File: src/common/jis_cfg.svh
// Purpose: Constants of the in-system programming test port block
// Assumes: 250 MHz core clock, 8-bit register bus
// Notes:   Opcodes and offsets are fixed values of this block
`ifndef JIS_CFG_SVH
`define JIS_CFG_SVH
// Register offsets
`define JIS_REG_CTRL     8'h00
`define JIS_REG_STATUS   8'h04
`define JIS_REG_IRQ_STAT 8'h08
`define JIS_REG_IRQ_CLR  8'h0C
`define JIS_REG_IRQ_EN   8'h10
`define JIS_REG_PROTECT  8'h14
`define JIS_CTRL_EN_BIT  0
// Instruction opcodes shifted in over the test port
`define JIS_OP_ISC_EN    8'h0C
`define JIS_OP_ISC_DIS   8'h0F
`define JIS_OP_STAT_ON   8'h10
`define JIS_OP_OD_ON     8'h11
`define JIS_OP_CLR_ERR   8'h12
`define JIS_OP_PROG      8'h20
`define JIS_OP_SECT_ERA  8'h21
`define JIS_OP_READ      8'h22
`define JIS_OP_CHIP_ERA  8'h23
`define JIS_OP_SET_SEC   8'h24
`define JIS_OP_SET_PROT  8'h25
`define JIS_OP_STATUS    8'h26
`define JIS_OP_BYPASS    8'hFF
`define JIS_IR_CAPTURE   8'h01
`define JIS_BLANK        8'hFF
// Flash operation time per operation and its cycle count
`define JIS_OP_TIME_NS   400
`define JIS_CLK_MHZ      250
`define JIS_OP_CYCLES    ((`JIS_OP_TIME_NS * `JIS_CLK_MHZ + 999) / 1000)
`endif

File: src/common/jis_pkg.sv
// Purpose: Types of the in-system programming test port block
// Assumes: Field widths written out here, no constants header included
// Notes:   All module state travels as packed structs
package jis_pkg;
	typedef enum logic [3:0] {
		T_RESET, T_IDLE, T_SEL_DR, T_CAP_DR, T_SHIFT_DR, T_EX1_DR,
		T_PAUSE_DR, T_EX2_DR, T_UPD_DR, T_SEL_IR, T_CAP_IR, T_SHIFT_IR,
		T_EX1_IR, T_PAUSE_IR, T_EX2_IR, T_UPD_IR
	} jis_tap_type;
	typedef enum logic [1:0] {OP_IDLE, OP_PROG, OP_SECT, OP_CHIP} jis_op_type;
	typedef struct packed {
		logic tck;
		logic tms;
		logic tdi;
		logic dedicated;
		logic sys_rst_n;
	} jis_pins_type;
	typedef struct packed {
		jis_pins_type s1;
		jis_pins_type s2;
	} jis_sync_type;
	typedef struct packed {
		logic       we;
		logic [3:0] addr;
		logic [7:0] data;
	} jis_mem_wr_type;
	typedef struct packed {
		logic [15:0][7:0] arr;
		logic [7:0]       rdata;
	} jis_mem_type;
	typedef struct packed {
		logic out;
		logic oe_n;
	} jis_pad_type;
	typedef struct packed {
		logic           tck_q;
		logic           rst_q;
		jis_tap_type    tap;
		logic [7:0]     ir;
		logic [15:0]    dr;
		logic           isc_on;
		logic           stat_en;
		logic           od_mode;
		logic           err;
		logic           secure;
		logic           dis_seen;
		logic           sw_en;
		logic [7:0]     protect;
		jis_op_type     op;
		logic [7:0]     timer;
		logic [3:0]     walk;
		logic [3:0]     last;
		logic [3:0]     addr;
		logic [7:0]     pdata;
		logic [2:0]     irq_stat;
		logic [2:0]     irq_en;
		logic [7:0]     rdata;
		logic           irq;
		jis_pad_type    stat_pad;
		jis_pad_type    err_pad;
		jis_pad_type    tdo_pad;
		jis_mem_wr_type mem_wr;
	} jis_state_type;
endpackage

File: src/verilog/jis_sync.sv
// Purpose: Two-stage synchroniser for all test port pins
// Assumes: Pins are asynchronous to core_clk
// Notes:   Only the second stage leaves this module
module jis_sync
	import jis_pkg::*;
(
	input  wire logic   core_clk,
	input  wire logic   rst_n,
	input  jis_pins_type d,
	output jis_pins_type q
);
	jis_sync_type st;
	jis_sync_type next_st;

	// First stage feeds only the second stage
	always_comb begin
		next_st.s1 = d;
		next_st.s2 = st.s1;
	end

	always_ff @(posedge core_clk or negedge rst_n) begin
		if (!rst_n) st <= '0;
		else st <= next_st;
	end

	assign q = st.s2;
endmodule

File: src/verilog/jis_flash_mem.sv
// Purpose: Small flash array model, sixteen bytes in eight sectors
// Assumes: One write port, one registered read port
// Notes:   Resets to the blank value; read data lag the address by one
`include "jis_cfg.svh"
module jis_flash_mem
	import jis_pkg::*;
(
	input  wire logic     core_clk,
	input  wire logic     rst_n,
	input  jis_mem_wr_type wr,
	input  wire logic [3:0] raddr,
	output logic [7:0]    rdata
);
	jis_mem_type st;
	jis_mem_type next_st;

	// Write one byte, register the read byte
	always_comb begin
		next_st = st;
		if (wr.we) next_st.arr[wr.addr] = wr.data;
		next_st.rdata = st.arr[raddr];
	end

	always_ff @(posedge core_clk or negedge rst_n) begin
		if (!rst_n) st <= '{arr: {16{`JIS_BLANK}}, rdata: `JIS_BLANK};
		else st <= next_st;
	end

	assign rdata = st.rdata;
endmodule

File: src/verilog/jis_isp_port.sv
// Purpose: In-system programming side of the test access port
// Assumes: TCK at least eight core clocks per half period
// Notes:   Test pins are oversampled, no second clock domain
// What this block does
// - Take programming commands, no boundary scan
// - Status pins idle until enable command
// - Status shown continuously on the pins
// - Error pin low on erase/program failure
// - Error holds until clear command, or device reset after disable command
// - Ready pin high in read-array mode
// - Ready pin low during flash program/erase
// - Ready pin low while boot block written
// - Command switches status pins to open-drain
// - Secured part refuses every memory read
// - Secured part accepts only chip erase
// - Secured part blocks program, erase, verify
// - Chip erase clears security, leaves blank
// - Protected sector is never sector-erased; chip erase still blanks it
// - Enable bit 0 turns test pins on
// - Reset aborts only software-enabled port
//
// Chosen here: the register addresses and the plain strobed port.
`include "jis_cfg.svh"
module jis_isp_port
	import jis_pkg::*;
(
	input  wire logic       core_clk,
	input  wire logic       rst_n,
	input  wire logic       tck_pin,
	input  wire logic       tms_pin,
	input  wire logic       tdi_pin,
	input  wire logic       jtag_dedicated_pin,
	input  wire logic       sys_reset_n_pin,
	output logic            tdo_out,
	output logic            tdo_oe_n,
	output logic            prog_status_out,
	output logic            prog_status_oe_n,
	output logic            prog_error_out,
	output logic            prog_error_oe_n,
	input  wire logic [7:0] reg_addr,
	input  wire logic [7:0] reg_wdata,
	input  wire logic       reg_wr,
	input  wire logic       reg_rd,
	output logic [7:0]      reg_rdata,
	output logic            irq
);
	localparam jis_pad_type PAD_OFF = '{out: 1'b0, oe_n: 1'b1};
	localparam jis_state_type ST_INIT = '{
		tap: T_RESET, ir: `JIS_OP_BYPASS, op: OP_IDLE,
		stat_pad: PAD_OFF, err_pad: PAD_OFF, tdo_pad: PAD_OFF,
		default: '0};

	jis_state_type st;
	jis_state_type next_st;
	jis_pins_type  raw;
	jis_pins_type  sy;
	logic [7:0]    mem_rdata;
	logic          tck_rise;
	logic          tck_fall;
	logic          port_on;
	logic          abort;
	logic          ir_go;
	logic          dr_go;
	logic          flash_cmd;
	logic          blocked;
	logic          clr_cmd;
	logic          rst_clr;
	logic [2:0]    irq_clr;
	logic          ev_done;
	logic          ev_err;

	assign raw = '{tck: tck_pin, tms: tms_pin, tdi: tdi_pin,
		dedicated: jtag_dedicated_pin, sys_rst_n: sys_reset_n_pin};

	jis_sync u_sync (
		.core_clk (core_clk),
		.rst_n    (rst_n),
		.d        (raw),
		.q        (sy)
	);

	jis_flash_mem u_mem (
		.core_clk (core_clk),
		.rst_n    (rst_n),
		.wr       (st.mem_wr),
		.raddr    (st.addr),
		.rdata    (mem_rdata)
	);

	// Standard test state walk on each sampled TCK rise
	function automatic jis_tap_type tap_next(jis_tap_type s, logic m);
		case (s)
		T_RESET:    tap_next = m ? T_RESET : T_IDLE;
		T_IDLE:     tap_next = m ? T_SEL_DR : T_IDLE;
		T_SEL_DR:   tap_next = m ? T_SEL_IR : T_CAP_DR;
		T_CAP_DR:   tap_next = m ? T_EX1_DR : T_SHIFT_DR;
		T_SHIFT_DR: tap_next = m ? T_EX1_DR : T_SHIFT_DR;
		T_EX1_DR:   tap_next = m ? T_UPD_DR : T_PAUSE_DR;
		T_PAUSE_DR: tap_next = m ? T_EX2_DR : T_PAUSE_DR;
		T_EX2_DR:   tap_next = m ? T_UPD_DR : T_SHIFT_DR;
		T_UPD_DR:   tap_next = m ? T_SEL_DR : T_IDLE;
		T_SEL_IR:   tap_next = m ? T_RESET : T_CAP_IR;
		T_CAP_IR:   tap_next = m ? T_EX1_IR : T_SHIFT_IR;
		T_SHIFT_IR: tap_next = m ? T_EX1_IR : T_SHIFT_IR;
		T_EX1_IR:   tap_next = m ? T_UPD_IR : T_PAUSE_IR;
		T_PAUSE_IR: tap_next = m ? T_EX2_IR : T_PAUSE_IR;
		T_EX2_IR:   tap_next = m ? T_UPD_IR : T_SHIFT_IR;
		T_UPD_IR:   tap_next = m ? T_SEL_DR : T_IDLE;
		default:    tap_next = T_RESET;
		endcase
	endfunction

	// Pad drive: off, open-drain (pull low only) or push-pull
	function automatic jis_pad_type pad_of(logic en, logic od, logic v);
		if (!en) pad_of = PAD_OFF;
		else if (od) pad_of = '{out: 1'b0, oe_n: v};
		else pad_of = '{out: v, oe_n: 1'b0};
	endfunction

	// Edges of the oversampled test clock
	assign tck_rise = sy.tck & ~st.tck_q;
	assign tck_fall = ~sy.tck & st.tck_q;
	// Pins live when strapped or enabled by software
	assign port_on = sy.dedicated | st.sw_en;
	// Device reset aborts only a software-enabled port
	assign abort = ~sy.dedicated & ~sy.sys_rst_n;
	assign ir_go = port_on & ~abort & tck_rise & (st.tap == T_UPD_IR);
	assign dr_go = port_on & ~abort & tck_rise & (st.tap == T_UPD_DR);
	// Memory commands that a secured part must refuse
	assign flash_cmd = (st.ir == `JIS_OP_PROG) ||
		(st.ir == `JIS_OP_SECT_ERA) || (st.ir == `JIS_OP_READ) ||
		(st.ir == `JIS_OP_SET_PROT);
	assign blocked = dr_go & st.secure & flash_cmd;
	assign clr_cmd = ir_go & (st.ir == `JIS_OP_CLR_ERR);
	// Reset pulse only clears the error after a disable command
	assign rst_clr = st.dis_seen & st.rst_q & ~sy.sys_rst_n;
	assign irq_clr = (reg_wr && reg_addr == `JIS_REG_IRQ_CLR) ?
		reg_wdata[2:0] : 3'h0;

	// Whole next state of the block
	always_comb begin
		next_st = st;
		ev_done = 1'b0;
		ev_err = 1'b0;
		next_st.tck_q = sy.tck;
		next_st.rst_q = sy.sys_rst_n;
		next_st.mem_wr.we = 1'b0;

		// Test state machine; only ISP registers, no scan chain
		if (abort || !port_on) begin
			next_st.tap = T_RESET;
			next_st.ir = `JIS_OP_BYPASS;
		end else if (tck_rise) begin
			next_st.tap = tap_next(st.tap, sy.tms);
			case (st.tap)
			T_RESET: begin
				next_st.ir = `JIS_OP_BYPASS;
			end
			T_CAP_IR: begin
				next_st.ir = `JIS_IR_CAPTURE;
			end
			T_SHIFT_IR: begin
				next_st.ir = {sy.tdi, st.ir[7:1]};
			end
			T_CAP_DR: begin
				if (st.ir == `JIS_OP_READ)
					next_st.dr = st.secure ? 16'h0000 :
						{4'h0, st.addr, mem_rdata};
				else if (st.ir == `JIS_OP_STATUS)
					next_st.dr = {11'h000, st.op != OP_IDLE, st.err,
						st.secure, st.stat_en, st.isc_on};
				else
					next_st.dr = 16'h0000;
			end
			T_SHIFT_DR: begin
				next_st.dr = {sy.tdi, st.dr[15:1]};
			end
			default: begin
			end
			endcase
		end

		// TDO changes on the falling test clock, driven only in shifts
		if (abort || !port_on)
			next_st.tdo_pad = PAD_OFF;
		else if (tck_fall) begin
			if (st.tap == T_SHIFT_DR)
				next_st.tdo_pad = '{out: st.dr[0], oe_n: 1'b0};
			else if (st.tap == T_SHIFT_IR)
				next_st.tdo_pad = '{out: st.ir[0], oe_n: 1'b0};
			else
				next_st.tdo_pad = PAD_OFF;
		end

		// Instruction-only commands run at update of the instruction
		if (ir_go) begin
			case (st.ir)
			`JIS_OP_ISC_EN: begin
				next_st.isc_on = 1'b1;
				next_st.dis_seen = 1'b0;
			end
			`JIS_OP_ISC_DIS: begin
				next_st.isc_on = 1'b0;
				next_st.dis_seen = 1'b1;
			end
			`JIS_OP_STAT_ON: begin
				next_st.stat_en = 1'b1;
			end
			`JIS_OP_OD_ON: begin
				next_st.od_mode = 1'b1;
			end
			`JIS_OP_SET_SEC: begin
				if (st.isc_on && st.op == OP_IDLE) next_st.secure = 1'b1;
			end
			`JIS_OP_CHIP_ERA: begin
				// Allowed even when secured
				if (st.isc_on && st.op == OP_IDLE) begin
					next_st.op = OP_CHIP;
					next_st.walk = 4'h0;
					next_st.last = 4'hF;
					next_st.timer = 8'(`JIS_OP_CYCLES);
				end
			end
			default: begin
			end
			endcase
		end

		// Data commands; a secured part drops them untouched
		if (dr_go && !st.secure && st.isc_on && st.op == OP_IDLE) begin
			case (st.ir)
			`JIS_OP_PROG: begin
				next_st.op = OP_PROG;
				next_st.addr = st.dr[11:8];
				next_st.pdata = st.dr[7:0];
				next_st.timer = 8'(`JIS_OP_CYCLES);
			end
			`JIS_OP_SECT_ERA: begin
				// Sector is addr[3:1], addr sits in dr[11:8]
				if (st.protect[st.dr[11:9]])
					ev_err = 1'b1;
				else begin
					next_st.op = OP_SECT;
					next_st.walk = {st.dr[11:9], 1'b0};
					next_st.last = {st.dr[11:9], 1'b1};
					next_st.timer = 8'(`JIS_OP_CYCLES);
				end
			end
			`JIS_OP_READ: begin
				next_st.addr = st.dr[11:8];
			end
			`JIS_OP_SET_PROT: begin
				next_st.protect = st.protect | st.dr[7:0];
			end
			default: begin
			end
			endcase
		end

		// Flash engine: wait the op time, then write the bytes
		if (st.op != OP_IDLE) begin
			if (st.timer != 8'h00)
				next_st.timer = st.timer - 8'h01;
			else if (st.op == OP_PROG) begin
				// Flash can only clear bits; a set bit is a failure
				next_st.mem_wr = '{we: 1'b1, addr: st.addr,
					data: mem_rdata & st.pdata};
				ev_err = (mem_rdata & st.pdata) != st.pdata;
				next_st.op = OP_IDLE;
				ev_done = 1'b1;
			end else begin
				next_st.mem_wr = '{we: 1'b1, addr: st.walk,
					data: `JIS_BLANK};
				next_st.walk = st.walk + 4'h1;
				if (st.walk == st.last) begin
					next_st.op = OP_IDLE;
					ev_done = 1'b1;
					if (st.op == OP_CHIP) next_st.secure = 1'b0;
				end
			end
		end
		if (abort) next_st.op = OP_IDLE;

		// Sticky error, new failure wins over a clear
		next_st.err = (st.err & ~(clr_cmd | rst_clr)) | ev_err;
		if (rst_clr) next_st.dis_seen = 1'b0;

		// Register writes
		if (reg_wr) begin
			case (reg_addr)
			`JIS_REG_CTRL: next_st.sw_en = reg_wdata[`JIS_CTRL_EN_BIT];
			`JIS_REG_IRQ_EN: next_st.irq_en = reg_wdata[2:0];
			default: begin
			end
			endcase
		end
		next_st.irq_stat = (st.irq_stat & ~irq_clr) |
			{blocked, ev_err, ev_done};

		// Register reads, answered in the next cycle
		next_st.rdata = 8'h00;
		if (reg_rd) begin
			case (reg_addr)
			`JIS_REG_CTRL: next_st.rdata = {7'h00, st.sw_en};
			`JIS_REG_STATUS: next_st.rdata = {2'h0, st.od_mode,
				st.stat_en, st.isc_on, st.secure, st.err,
				st.op != OP_IDLE};
			`JIS_REG_IRQ_STAT: next_st.rdata = {5'h00, st.irq_stat};
			`JIS_REG_IRQ_EN: next_st.rdata = {5'h00, st.irq_en};
			`JIS_REG_PROTECT: next_st.rdata = st.protect;
			default: next_st.rdata = 8'h00;
			endcase
		end
		next_st.irq = |(next_st.irq_stat & next_st.irq_en);

		// Pins track state every cycle once enabled, so no serial polling needed
		next_st.stat_pad = pad_of(next_st.stat_en, next_st.od_mode,
			next_st.op == OP_IDLE);
		next_st.err_pad = pad_of(next_st.stat_en, next_st.od_mode,
			~next_st.err);
	end

	always_ff @(posedge core_clk or negedge rst_n) begin
		if (!rst_n) st <= ST_INIT;
		else st <= next_st;
	end

	// Outputs straight from the state register
	assign tdo_out = st.tdo_pad.out;
	assign tdo_oe_n = st.tdo_pad.oe_n;
	assign prog_status_out = st.stat_pad.out;
	assign prog_status_oe_n = st.stat_pad.oe_n;
	assign prog_error_out = st.err_pad.out;
	assign prog_error_oe_n = st.err_pad.oe_n;
	assign reg_rdata = st.rdata;
	assign irq = st.irq;
endmodule

File: config.mk
export PLATFORM = sky130hd
export DESIGN_NAME = jis_isp_port
export DESIGN_NICKNAME = d
export VERILOG_FILES = /design/src/common/jis_pkg.sv /design/src/verilog/jis_sync.sv /design/src/verilog/jis_flash_mem.sv /design/src/verilog/jis_isp_port.sv
export VERILOG_INCLUDE_DIRS = /design/src /design/src/common
export SDC_FILE = /design/constraint.sdc
export NUM_CORES = 1
export LEC_CHECK = 0
export BUFFER_PORTS_ARGS = -buffer_cell sky130_fd_sc_hd__buf_2
export CORE_ASPECT_RATIO = 1.1
export CORE_UTILIZATION = 62
export DETAILED_ROUTE_END_ITERATION = 12
export PLACE_DENSITY = 0.8
export SLEW_MARGIN = 20
export SYNTH_ARGS = -nofsm -noshare
export SYNTH_HDL_FRONTEND = slang
export SYNTH_SLANG_ARGS = --single-unit
File: constraint.sdc
create_clock -name core_clk -period 2.5 [get_ports core_clk]
set_input_delay 0.5 -clock core_clk [delete_from_list [all_inputs] [get_ports core_clk]]
set_output_delay 0.5 -clock core_clk [all_outputs]
set_load 0.02 [all_outputs]
==> reports/metrics.cfg, run 1 <==
[run_status]
status = complete, no violations

[floorplan]
num_rows = 52
core_um2 = 18600
die-area_um2 = 19700
ios = 40
chipWidth_um = 134
die_height_um = 147
initial_core_util_pct = 63.9

[run]
cap_violations = 0

[clock_network]
clockBufferDepth = 3
cts.sinks = 255
htree_levels = 1
cts_tree = yes
path_clk_slew_ps = 60
cts_made_buffers = 26
ctsRootBufferMaster = clkbuf_16
post_cts_buffers = 0
clock_latency_ps = 530

[drt]
vias = 7788
dr.pass1.iters = 4
post_drt_via_cell_ratio = 6.34
drtIter0Drc = 483
wl_per_cell_um = 21.4
antenna_left = 0
drc_errors = 0
finalWirelength_um = 26300

[sta]
worst_slack_ps = 134
skew_ps = 18.0
worst_slew_pin_slew_ps = 753
drv_slew = 0
relSlewSlack_pct = 49.1
fin_crit_ps = 2370
final-setup-viol-count = 0
fin_crit_sh_pct = 94.6
fin_tns_setup_ps = 0
fmax_mhz = 423
grt_setup_unrepaired = no
finalHoldViolCount = 0

[worst_setup_path]
critPathRequiredTime_ps = 2910
max_stage_delay_ps = 560
worst_path_max_delay_cell = dfstp_2
end_kind = flop
cp.arrival_ps = 2770
crit_chain = or4b_4 -> nor3_4 -> nand4_2 -> mux2_2
crit_fanout = 10
start_kind = flop
critPathLaunch = st[100]$_DFFE_PN1P_
critPathKind = reg -> reg
r2r_start = st[100]$_DFFE_PN1P_

[global_route]
grt_pass1_wl_um = 42600
grt_max_degree = 87
overflow = 0
grt_usage_pct = 27.9
antenna_found_initial = 0
grt_pass1_vias = 8068

[synthesis]
ys_async_sr_fraction_pct = 100
ys_seq_elements = 255
ys_seq_area_share_pct = 55.2
yosysMostFrequentCell = dfstp_2
synth_top_area_share_pct = 32.5
syn_nets = 956
ys_types = 67
synth_top_cells_by_area = dfstp_2, dfrtp_1, mux2_2
synth_ff_type = dfstp_2
yosysTopAreaCell = dfstp_2
syn-cell-area_um2 = 11900
syn_inst = 929
synth_commonest_cells = dfstp_2, mux2_2, dfrtp_1
synth_area_per_cell_um2 = 12.8
synth-edff-count = 0
yosysWarningCount = 0

[cells_and_area]
final_nets = 992
area_delta_synth_final_pct = 11.9
num_antenna_cells = 0
drive_gt1_share_pct = 46.5
final_cell_count_no_fill = 1228

[placement]
io_buffer_count = 34
dp_hpwl_um = 17500
dp_slack_ps = 161
placed_cells = 1179
gp_congestion = 0.915

[worst_hold_path]
hold_start = tck_pin
hold_class = in -> reg

[power_and_ir_drop]
power.leakage_uw = 0.00574
pwr_density_cell_nw_per_um2 = 628
peakVddDrop_uv = 590
fin_total_pwr_uw = 8360

==> power breakdown <==
part           switching (uW)  total [uW]  internal, uW
Combinational             168         252          84.3
Clock                    1580        3850          2270
Sequential               66.2        4260          4200
Total                    1810        8360          6550
==> critical path: cells and delay by family, from the launching register on <==
| kind | cells | cell delay, ps |
|---|---|---|
| flip-flops | 1 | 560 |
| AND/OR/NAND/NOR | 3 | 1270 |
| multiplexers | 1 | 410 |
==> cell families after synthesis <==
group | after synthesis | share of synthesized area, %
xor gates and xnor gates | 4 | 0.294
and+or+nand+nor | 237 | 10.6
AOI/OAI and AO/OA | 149 | 8.10
buffers and inverters | 83 | 2.97
DFF | 255 | 55.2
adders and majority gates | 2 | 0.210
muxes | 199 | 22.7
==> registers in the layout, indices dropped and copies added, names as in the netlist, 5 cells and up <==
name	flops
u_mem.st	128
st	94
reg_rdata	8
u_mem.rdata	8
u_sync.next_st	5
u_sync.q	5
==> cells in the final DEF, fill, tap and decap left out, drive strengths merged, types with 4 or more instances in the layout <==
master    n
buf      65
a21o     12
nor2b    10
and3      6
or2       4
dfstp   147
inv      24
nor2     70
mux2i    12
nand2b   14
clkbuf   42
a221oi    7
o211ai    4
o22ai     7
nand2    46
clkinv    6
nor4      5
dfrtp   108
mux2    145
a22o      4
o21a      4
nor3     10
o21ai    38
o31a      4
and2      4
and4      4
nand4    11
nor4b     8
nand3    26
or3       4
a21oi    39
a31oi     7
mux4     42
nor3b     4
xnor2     4
==> path summary, 6_finish.rpt <==
path / to / slack (ps) / cells past startpoint
max in group asynchronous: u_mem.st[119]$_DFFE_PN1P_ / 1220 / 3
worst max-delay path: st[35]$_DFFE_PN0P_ / 130 / 4
worst max register to register: st[35]$_DFFE_PN0P_ / 130 / 4
worst min register to register: u_sync.q[2]$_DFF_PN0_ / 350 / 0
min in group asynchronous: st[57]$_DFF_PN0_ / 470 / 2
worst min-delay path: u_sync.next_st[4]$_DFF_PN0_ / 90 / 1
==> through the flow <==
| stage | hold slack, ps | area (um2) | utilization [%] |
|---|---|---|---|
| after floorplan | 204 | 11900 | - |
| after global placement | 332 | 12400 | 66.8 |
| after detailed placement | 341 | 12400 | 66.8 |
| after CTS | 69.8 | 13300 | 71.5 |
| after global routing | 67.1 | 13300 | 71.5 |
| final | 86.1 | 13300 | 71.5 |
==> what timing repair did <==
item / 4_1_cts / 5_1_grt
setup endpoints to repair: 0 / 2
endpoints found under the hold margin: 17 / 0
resized for setup: 0 / 1
hold buffers: 1 / 0
==> per-layer routing <==
| metal | vias up | share of wire [%] | global-route usage, % | routed length [um] |
|---|---|---|---|---|
| li1 | 3463 | - | - | - |
| met1 | 4056 | 41 | 35.1 | 10800 |
| met2 | 211 | 51 | 49.4 | 13500 |
| met3 | 58 | 4.1 | 3.49 | 1070 |
| met4 | 0 | 3.5 | 10.4 | 913 |
| met5 | - | 0 | 0 | 0 |
==> final cells by class <==
class | instances | area, um2
multi-input combinational | 591 | 4990
clock inverter | 6 | 32.5
tap | 243 | 304
inverter | 25 | 93.8
sequential | 255 | 6570
clock buffer | 42 | 832
fill | 1261 | 5300
timing repair buffer | 66 | 485
Note: power is estimated with default switching activity, not from simulation.
==> inputs of run 2 (changes only) <==
--- a/config.mk
+++ b/config.mk
@@ -10,8 +10,9 @@
 export CORE_ASPECT_RATIO = 1.1
 export CORE_UTILIZATION = 62
 export DETAILED_ROUTE_END_ITERATION = 12
-export PLACE_DENSITY = 0.8
+export PLACE_DENSITY = 0.84
 export SLEW_MARGIN = 20
 export SYNTH_ARGS = -nofsm -noshare
 export SYNTH_HDL_FRONTEND = slang
+export SYNTH_HIERARCHICAL = 1
 export SYNTH_SLANG_ARGS = --single-unit
==> run 2 against run 1 <==
Sequential share of layout area fell by 0.51 points. Highest routed layer unchanged. Largest cell class unchanged. Area after synthesis increased by 1.5%. Critical path depth rose by 2.
==> reports/metrics.cfg, run 2 <==
[run_status]
status = complete, no violations

[cells_and_area]
mostFrequentLayoutCells = dfstp_2, mux2_2, dfrtp_1
multi_input_area_um2 = 5070  ; +1.6%
num_antenna_cells = 0  ; unchanged
seqCellArea_um2 = 6570  ; unchanged
largest-register = u_mem/st
drive_gt1_share_pct = 47.7  ; +1.2 points
mostFrequentLayoutCell = dfstp_2
area_delta_synth_final_pct = 11.4
final_nets = 994  ; +0.20%
reg_top3 = u_mem/st x128, st x94
fillCellCount = 1269  ; +0.63%
largest_reg_flops = 128  ; unchanged

[clock_network]
cts.sinks = 255  ; unchanged
post_cts_buffers = 0  ; unchanged
clockBufferDepth = 3  ; unchanged
htree_levels = 1  ; unchanged
cts_tree = yes
clock_latency_ps = 530  ; about the same
cts_made_buffers = 26  ; unchanged
path_clk_slew_ps = 60  ; about the same
ctsRootBufferMaster = clkbuf_16

[floorplan]
ios = 40  ; unchanged
die-area_um2 = 20000  ; +1.4%
chipWidth_um = 135  ; +0.72%
num_rows = 53  ; +1.9%
die_height_um = 148  ; +0.72%
initial_core_util_pct = 63.2  ; -0.73 points
core_um2 = 19100  ; +2.6%

[worst_setup_path]
end_kind = flop
cp.arrival_ps = 2780  ; about the same
start_kind = flop
reg2reg_depth = 6  ; +2
crit_fanout = 11  ; +1
critPathKind = reg -> reg
critPathRequiredTime_ps = 2910  ; about the same

[synthesis]
yosysMostFrequentCell = dfstp_2
synth_compound_area_share_pct = 9.28  ; +1.2 points
synth_top_area_share_pct = 32.0  ; -0.47 points
synthAdderAreaFrac_pct = 0.207  ; -0.0030 points
yosysTopAreaCell = dfstp_2
yosysWarningCount = 6  ; +6
synth_top_family_by_area = multiplexers
ys_async_sr_fraction_pct = 100  ; unchanged
syn_inst = 928  ; -0.11%
yosys-mux-area-fraction_pct = 21.1  ; -1.5 points
syn-cell-area_um2 = 12100  ; +1.5%
syn_nets = 955  ; -0.10%
synth_commonest_cells = dfstp_2, mux2_2, dfrtp_1
synth_area_per_cell_um2 = 13.0  ; +1.6%
ys_seq_elements = 255  ; unchanged
ys_seq_area_share_pct = 54.4  ; -0.79 points
synth-edff-count = 0  ; unchanged
synth_xor_area_share_pct = 0.508  ; +0.21 points
synth_ff_type = dfstp_2
synthSimpleGateAreaFrac_pct = 10.9  ; +0.28 points
ys_types = 76  ; +13%
synth_top_cells_by_area = dfstp_2, dfrtp_1, mux2_2

[global_route]
antenna_found_initial = 0  ; unchanged
grt_pass1_wl_um = 42700  ; +0.15%
grt_max_degree = 71  ; -18%
overflow = 0  ; unchanged
grt_usage_pct = 27.5  ; -0.40 points
grt_pass1_vias = 8052  ; -0.20%

[power_and_ir_drop]
internal_power_uw = 6570  ; +0.36%
power.leakage_uw = 0.00577  ; +0.52%
p_sw_uw = 1720  ; -5.5%
p_comb_share_pct = 2.5  ; -0.5 points
swShare_pct = 20.7  ; -1.0 points
peakVddDrop_uv = 795  ; +35%
clkPwrFrac_pct = 46.8  ; +0.8 points
pwr_density_cell_nw_per_um2 = 616  ; -1.9%
p_seq_share_pct = 50.8  ; -0.2 points

[sta]
drv_slew = 0  ; unchanged
fin_tns_setup_ps = 0  ; unchanged
fin_crit_sh_pct = 95.1  ; +0.42 points
skew_ps = 12.5  ; -5.50 ps
relSlewSlack_pct = 56.0  ; +6.9 points
final-setup-viol-count = 0  ; unchanged
fin_crit_ps = 2380  ; +10.5 ps
fmax_mhz = 421  ; -0.44%
holdWs_ps = 76.8  ; -9.30 ps
finalHoldViolCount = 0  ; unchanged
grt_setup_unrepaired = no
worst_slew_pin_slew_ps = 660  ; -93.4 ps

[drt]
antenna_left = 0  ; unchanged
drc_errors = 0  ; unchanged
drtIter0Drc = 510  ; +5.6%
post_drt_via_cell_ratio = 6.39  ; +0.72%
vias = 7870  ; +1.1%
dr.pass1.iters = 8  ; +4
wl_per_cell_um = 21.4  ; -0.10%
finalWirelength_um = 26400  ; +0.22%

[worst_hold_path]
hold_class = in -> reg
whs_path_depth = 1  ; unchanged

[placement]
io_buffer_count = 34  ; unchanged
dp_hpwl_um = 17500  ; +0.36%
gp_congestion = 0.968  ; +5.8%

[run]
cap_violations = 0  ; unchanged

[run 2: cell count changes in the layout (fill, tap and decap cells not counted), moves of 7 or more]
cell       before  now
mux2_4          0   16
nand3_1        25   18
nor2_2          0    7
a2bb2oi_1       1   10
buf_4          26   34
o21ai_0        38   21
a21oi_1        39   30
nor2_1         70   55
mux2_2        145  129
a22oi_1         2   24
mux4_2         42   35
[run 2: power by group through the flow]
stage	sequential, uW	clock, uW	combinational (uW)
finish	4210	3880	204
global route	4210	4110	230
CTS	4200	3950	208
detailed placement	4270	0	205
global placement	4270	0	202
floorplan	4260	0	75.8
[run 2: worst paths after layout]
path | from | end | slack [ps]
worst max-delay path | st[74]$_DFF_PN0_ | st[39]$_DFFE_PN0P_ | 120
worst min register to register | u_sync/next_st[4]$_DFF_PN0_ | u_sync/q[4]$_DFF_PN0_ | 350
min in group asynchronous | rst_n | u_sync/next_st[1]$_DFF_PN0_ | 540
worst min-delay path | tdi_pin | u_sync/next_st[2]$_DFF_PN0_ | 80
worst max register to register | st[74]$_DFF_PN0_ | st[39]$_DFFE_PN0P_ | 120
max in group asynchronous | rst_n | u_mem/st[15]$_DFFE_PN1P_ | 1210
[run 2: layout make-up]
class | count | share of cell area [%]
clock buffer | 42 | 5.81
clock inverter | 4 | 0.605
inverter | 24 | 0.670
multi-input combinational | 586 | 37.7
sequential | 255 | 48.8
tap | 247 | 2.30
timing repair buffer | 74 | 4.06
[run 2: metrics by stage]
step,std cells,worst slack [ps],util (%),total power (uW),area (um2)
floorplan,928,173,-,4330,12100
global placement,1185,192,65.8,4470,12600
detailed placement,1185,168,65.8,4470,12600
CTS,1232,126,70.4,8360,13400
global route,1232,74.9,70.4,8550,13400
finish,1232,124,70.4,8290,13400
[run 2: cell families (layout without fill, tap and decap cells)]
logic type                 after synthesis  count (layout)
AOI/OAI and AO/OA                      161             161
xor gates and xnor gates                 7               7
buffers and inverters                   87             144
DFF                                    255             255
and+or+nand+nor                        229             229
adders and majority gates                2               2
muxes                                  187             187
[run 2: worst max-delay path: stages (launching register included)]
cell	delay [ps]
dfrtp_1	370
or4b_1	600
or2_1	260
or3_4	360
nor3_4	170
buf_12	190
mux2_4	310
[run 2: repair_timing]
| item | 4_1_cts | 5_1_grt |
|---|---|---|
| setup endpoints to repair | 0 | 3 |
| endpoints found under the hold margin | 42 | 0 |
| resized for setup | 0 | 1 |
| hold buffers | 1 | 0 |
[run 2: routing by layer]
layer	global-route usage (%)	vias to the layer above	wire length, um
met5	0	-	0
met4	12.3	0	1130
met3	3.61	83	1270
met2	47.3	250	13200
met1	34.9	4037	10700
li1	-	3500	-
==> inputs of run 3 (changes only) <==
--- a/config.mk
+++ b/config.mk
@@ -10,7 +10,9 @@
 export CORE_ASPECT_RATIO = 1.1
 export CORE_UTILIZATION = 62
 export DETAILED_ROUTE_END_ITERATION = 12
+export GPL_TIMING_DRIVEN = 0
 export PLACE_DENSITY = 0.84
+export REMOVE_ABC_BUFFERS = 1
 export SLEW_MARGIN = 20
 export SYNTH_ARGS = -nofsm -noshare
 export SYNTH_HDL_FRONTEND = slang
==> constraint.sdc (replaced) <==
create_clock -name core_clk -period 2.6 [get_ports core_clk]
set_input_delay 0.52 -clock core_clk [delete_from_list [all_inputs] [get_ports core_clk]]
set_output_delay 0.52 -clock core_clk [all_outputs]
set_load 0.02 [all_outputs]
==> run 3 against run 2 <==
Via count barely moved. Largest cell class unchanged. Cell area shrank 0.86%. Highest routed layer unchanged. Sequential power is 4% lower. Setup slack lost 75 ps. Hold slack improved by 18 ps. Routed wire length grew 0.86%. Maximum frequency fell by 6.9%. Count of clock-buffer cells in the layout shrank 6. Die area is the same. Sequential share of layout area increased by 0.49 points. Register-to-register slack lost 70 ps.
==> reports/metrics.cfg, run 3 (same netlist as run 2, synthesis figures left out) <==
[cells_and_area]
final_cell_count_no_fill = 1205  ; -2.2%
final_nets = 965  ; -2.9%
largest_reg_flops = 128  ; unchanged
largest-register = u_mem/st
fillCellCount = 1238  ; -2.4%
drive_gt1_share_pct = 47.8  ; +0.092 points
mostFrequentLayoutCell = dfstp_2
multi_input_area_um2 = 5100  ; +0.59%
area_delta_synth_final_pct = 10.4
seqCellArea_um2 = 6580  ; +0.13%
reg_top3 = u_mem/st x128, st x94
mostFrequentLayoutCells = dfstp_2, mux2_2, dfrtp_1
num_antenna_cells = 0  ; unchanged

[floorplan]
core_um2 = 19100  ; unchanged
ios = 40  ; unchanged
die-area_um2 = 20000  ; unchanged
chipWidth_um = 135  ; unchanged
initial_core_util_pct = 63.2  ; unchanged
num_rows = 53  ; unchanged
die_height_um = 148  ; unchanged

[clock_network]
cts_tree = yes
clock_latency_ps = 530  ; about the same
htree_levels = 1  ; unchanged
clockBufferDepth = 3  ; unchanged
ctsRootBufferMaster = clkbuf_16
cts.sinks = 255  ; unchanged
cts_made_buffers = 26  ; unchanged
path_clk_slew_ps = 60  ; about the same

[sta]
grt_setup_unrepaired = no
drv_slew = 0  ; unchanged
fin_crit_sh_pct = 98.1  ; +3.1 points
fmax_mhz = 392  ; -6.9%
skew_ps = 9.91  ; -2.54 ps
relSlewSlack_pct = 45.6  ; -10 points
fin_tns_setup_ps = 0  ; unchanged
worst_slew_pin_slew_ps = 811  ; +152 ps
final-setup-viol-count = 0  ; unchanged
finalHoldViolCount = 0  ; unchanged
fin_crit_ps = 2550  ; +175 ps

[run_status]
status = complete, no violations

[drt]
wl_per_cell_um = 22.1  ; +3.1%
finalWirelength_um = 26600  ; +0.86%
dr.pass1.iters = 6  ; -2
antenna_left = 0  ; unchanged
drtIter0Drc = 695  ; +36%
post_drt_via_cell_ratio = 6.53  ; +2.2%
drc_errors = 0  ; unchanged
vias = 7866  ; -0.051%

[power_and_ir_drop]
p_seq_share_pct = 49.6  ; -1.2 points
internal_power_uw = 6450  ; -1.8%
fin_total_pwr_uw = 8150  ; -1.6%
power.leakage_uw = 0.00565  ; -2.0%
p_comb_share_pct = 2.2  ; -0.3 points
clkPwrFrac_pct = 48.1  ; +1.3 points
pwr_density_cell_nw_per_um2 = 612  ; -0.73%
p_sw_uw = 1700  ; -0.86%
swShare_pct = 20.9  ; +0.15 points
peakVddDrop_uv = 564  ; -29%

[run]
cap_violations = 0  ; unchanged

[placement]
gp_congestion = 0.892  ; -7.9%
placed_cells = 1152  ; -2.8%
dp_hpwl_um = 16700  ; -4.8%
io_buffer_count = 34  ; unchanged

[worst_setup_path]
start_kind = flop
cp.arrival_ps = 2960  ; +180 ps
critPathKind = reg -> reg
critPathRequiredTime_ps = 3010  ; +100 ps
end_kind = flop
crit_fanout = 19  ; +8

[global_route]
overflow = 0  ; unchanged
grt_max_degree = 108  ; +52%
grt_pass1_wl_um = 42500  ; -0.47%
grt_usage_pct = 27.3  ; -0.17 points
antenna_found_initial = 0  ; unchanged
grt_pass1_vias = 8017  ; -0.43%

[worst_hold_path]
hold_class = in -> reg

==> run 3: cell type report <==
type / count / area share [%]
Clock inverter: 12 / 1.03
Inverter: 24 / 0.676
Multi-Input combinational cell: 586 / 38.3
Sequential cell: 255 / 49.3
Timing Repair Buffer: 45 / 2.52
Tap cell: 247 / 2.32
Clock buffer: 36 / 5.85
==> run 3: worst max-delay path, cell delays in order (launching register included) <==
cell and delay (ps):
dfrtp_2 580, or4b_4 540, or2_1 270, or3_4 360
nor3_4 200, buf_12 170, mux2_4 310
==> run 3: timing repair <==
action                                  CTS  global route
cloned                                    0             0
gates resized for setup                   3             4
hold endpoints to repair                 24             0
pin swaps                                 1             1
endpoints found under the setup margin   16            24
hold buffers                              1             0
buffers inserted                          2             2
==> run 3: power groups by stage <==
| stage | registers, uW | logic [uW] | clock network, uW |
|---|---|---|---|
| finish | 4050 | 183 | 3920 |
| global route | 4050 | 208 | 4130 |
| CTS | 4050 | 187 | 3980 |
| detailed placement | 4110 | 184 | 0 |
| global placement | 4110 | 168 | 0 |
| floorplan | 4100 | 60.2 | 0 |
==> run 3: final timing paths <==
check / from / end / slack [ps] / depth (start not counted)
min reg2reg: u_sync/next_st[4]$_DFF_PN0_ / u_sync/q[4]$_DFF_PN0_ / 350 / 0
max: st[106]$_DFFE_PN0P_ / st[38]$_DFFE_PN0P_ / 50 / 6
min: tms_pin / u_sync/next_st[3]$_DFF_PN0_ / 90 / 1
min in group asynchronous: rst_n / u_sync/q[3]$_DFF_PN0_ / 520 / 2
max in group asynchronous: rst_n / u_mem/st[124]$_DFFE_PN1P_ / 770 / 4
max reg2reg: st[106]$_DFFE_PN0P_ / st[38]$_DFFE_PN0P_ / 50 / 6
==> run 3: metal layers <==
metal | GRT usage, % | routed length [um]
met1 | 36.2 | 11000
met3 | 3.68 | 1410
met4 | 12.9 | 1120
met2 | 44.9 | 13000
met5 | 0 | 0
==> run 3: stage by stage <==
stage	hold WS, ps	instance area, um2	worst slack, ps	utilization (%)
6_report	94.9	13300	48.9	69.8
5_1_grt	81.4	13300	4.72	69.8
4_1_cts	81.2	13300	11.6	69.6
3_5_place_dp	335	12300	-363	64.6
3_3_place_gp	339	12200	-3270	63.9
2_1_floorplan	224	11700	43.7	-
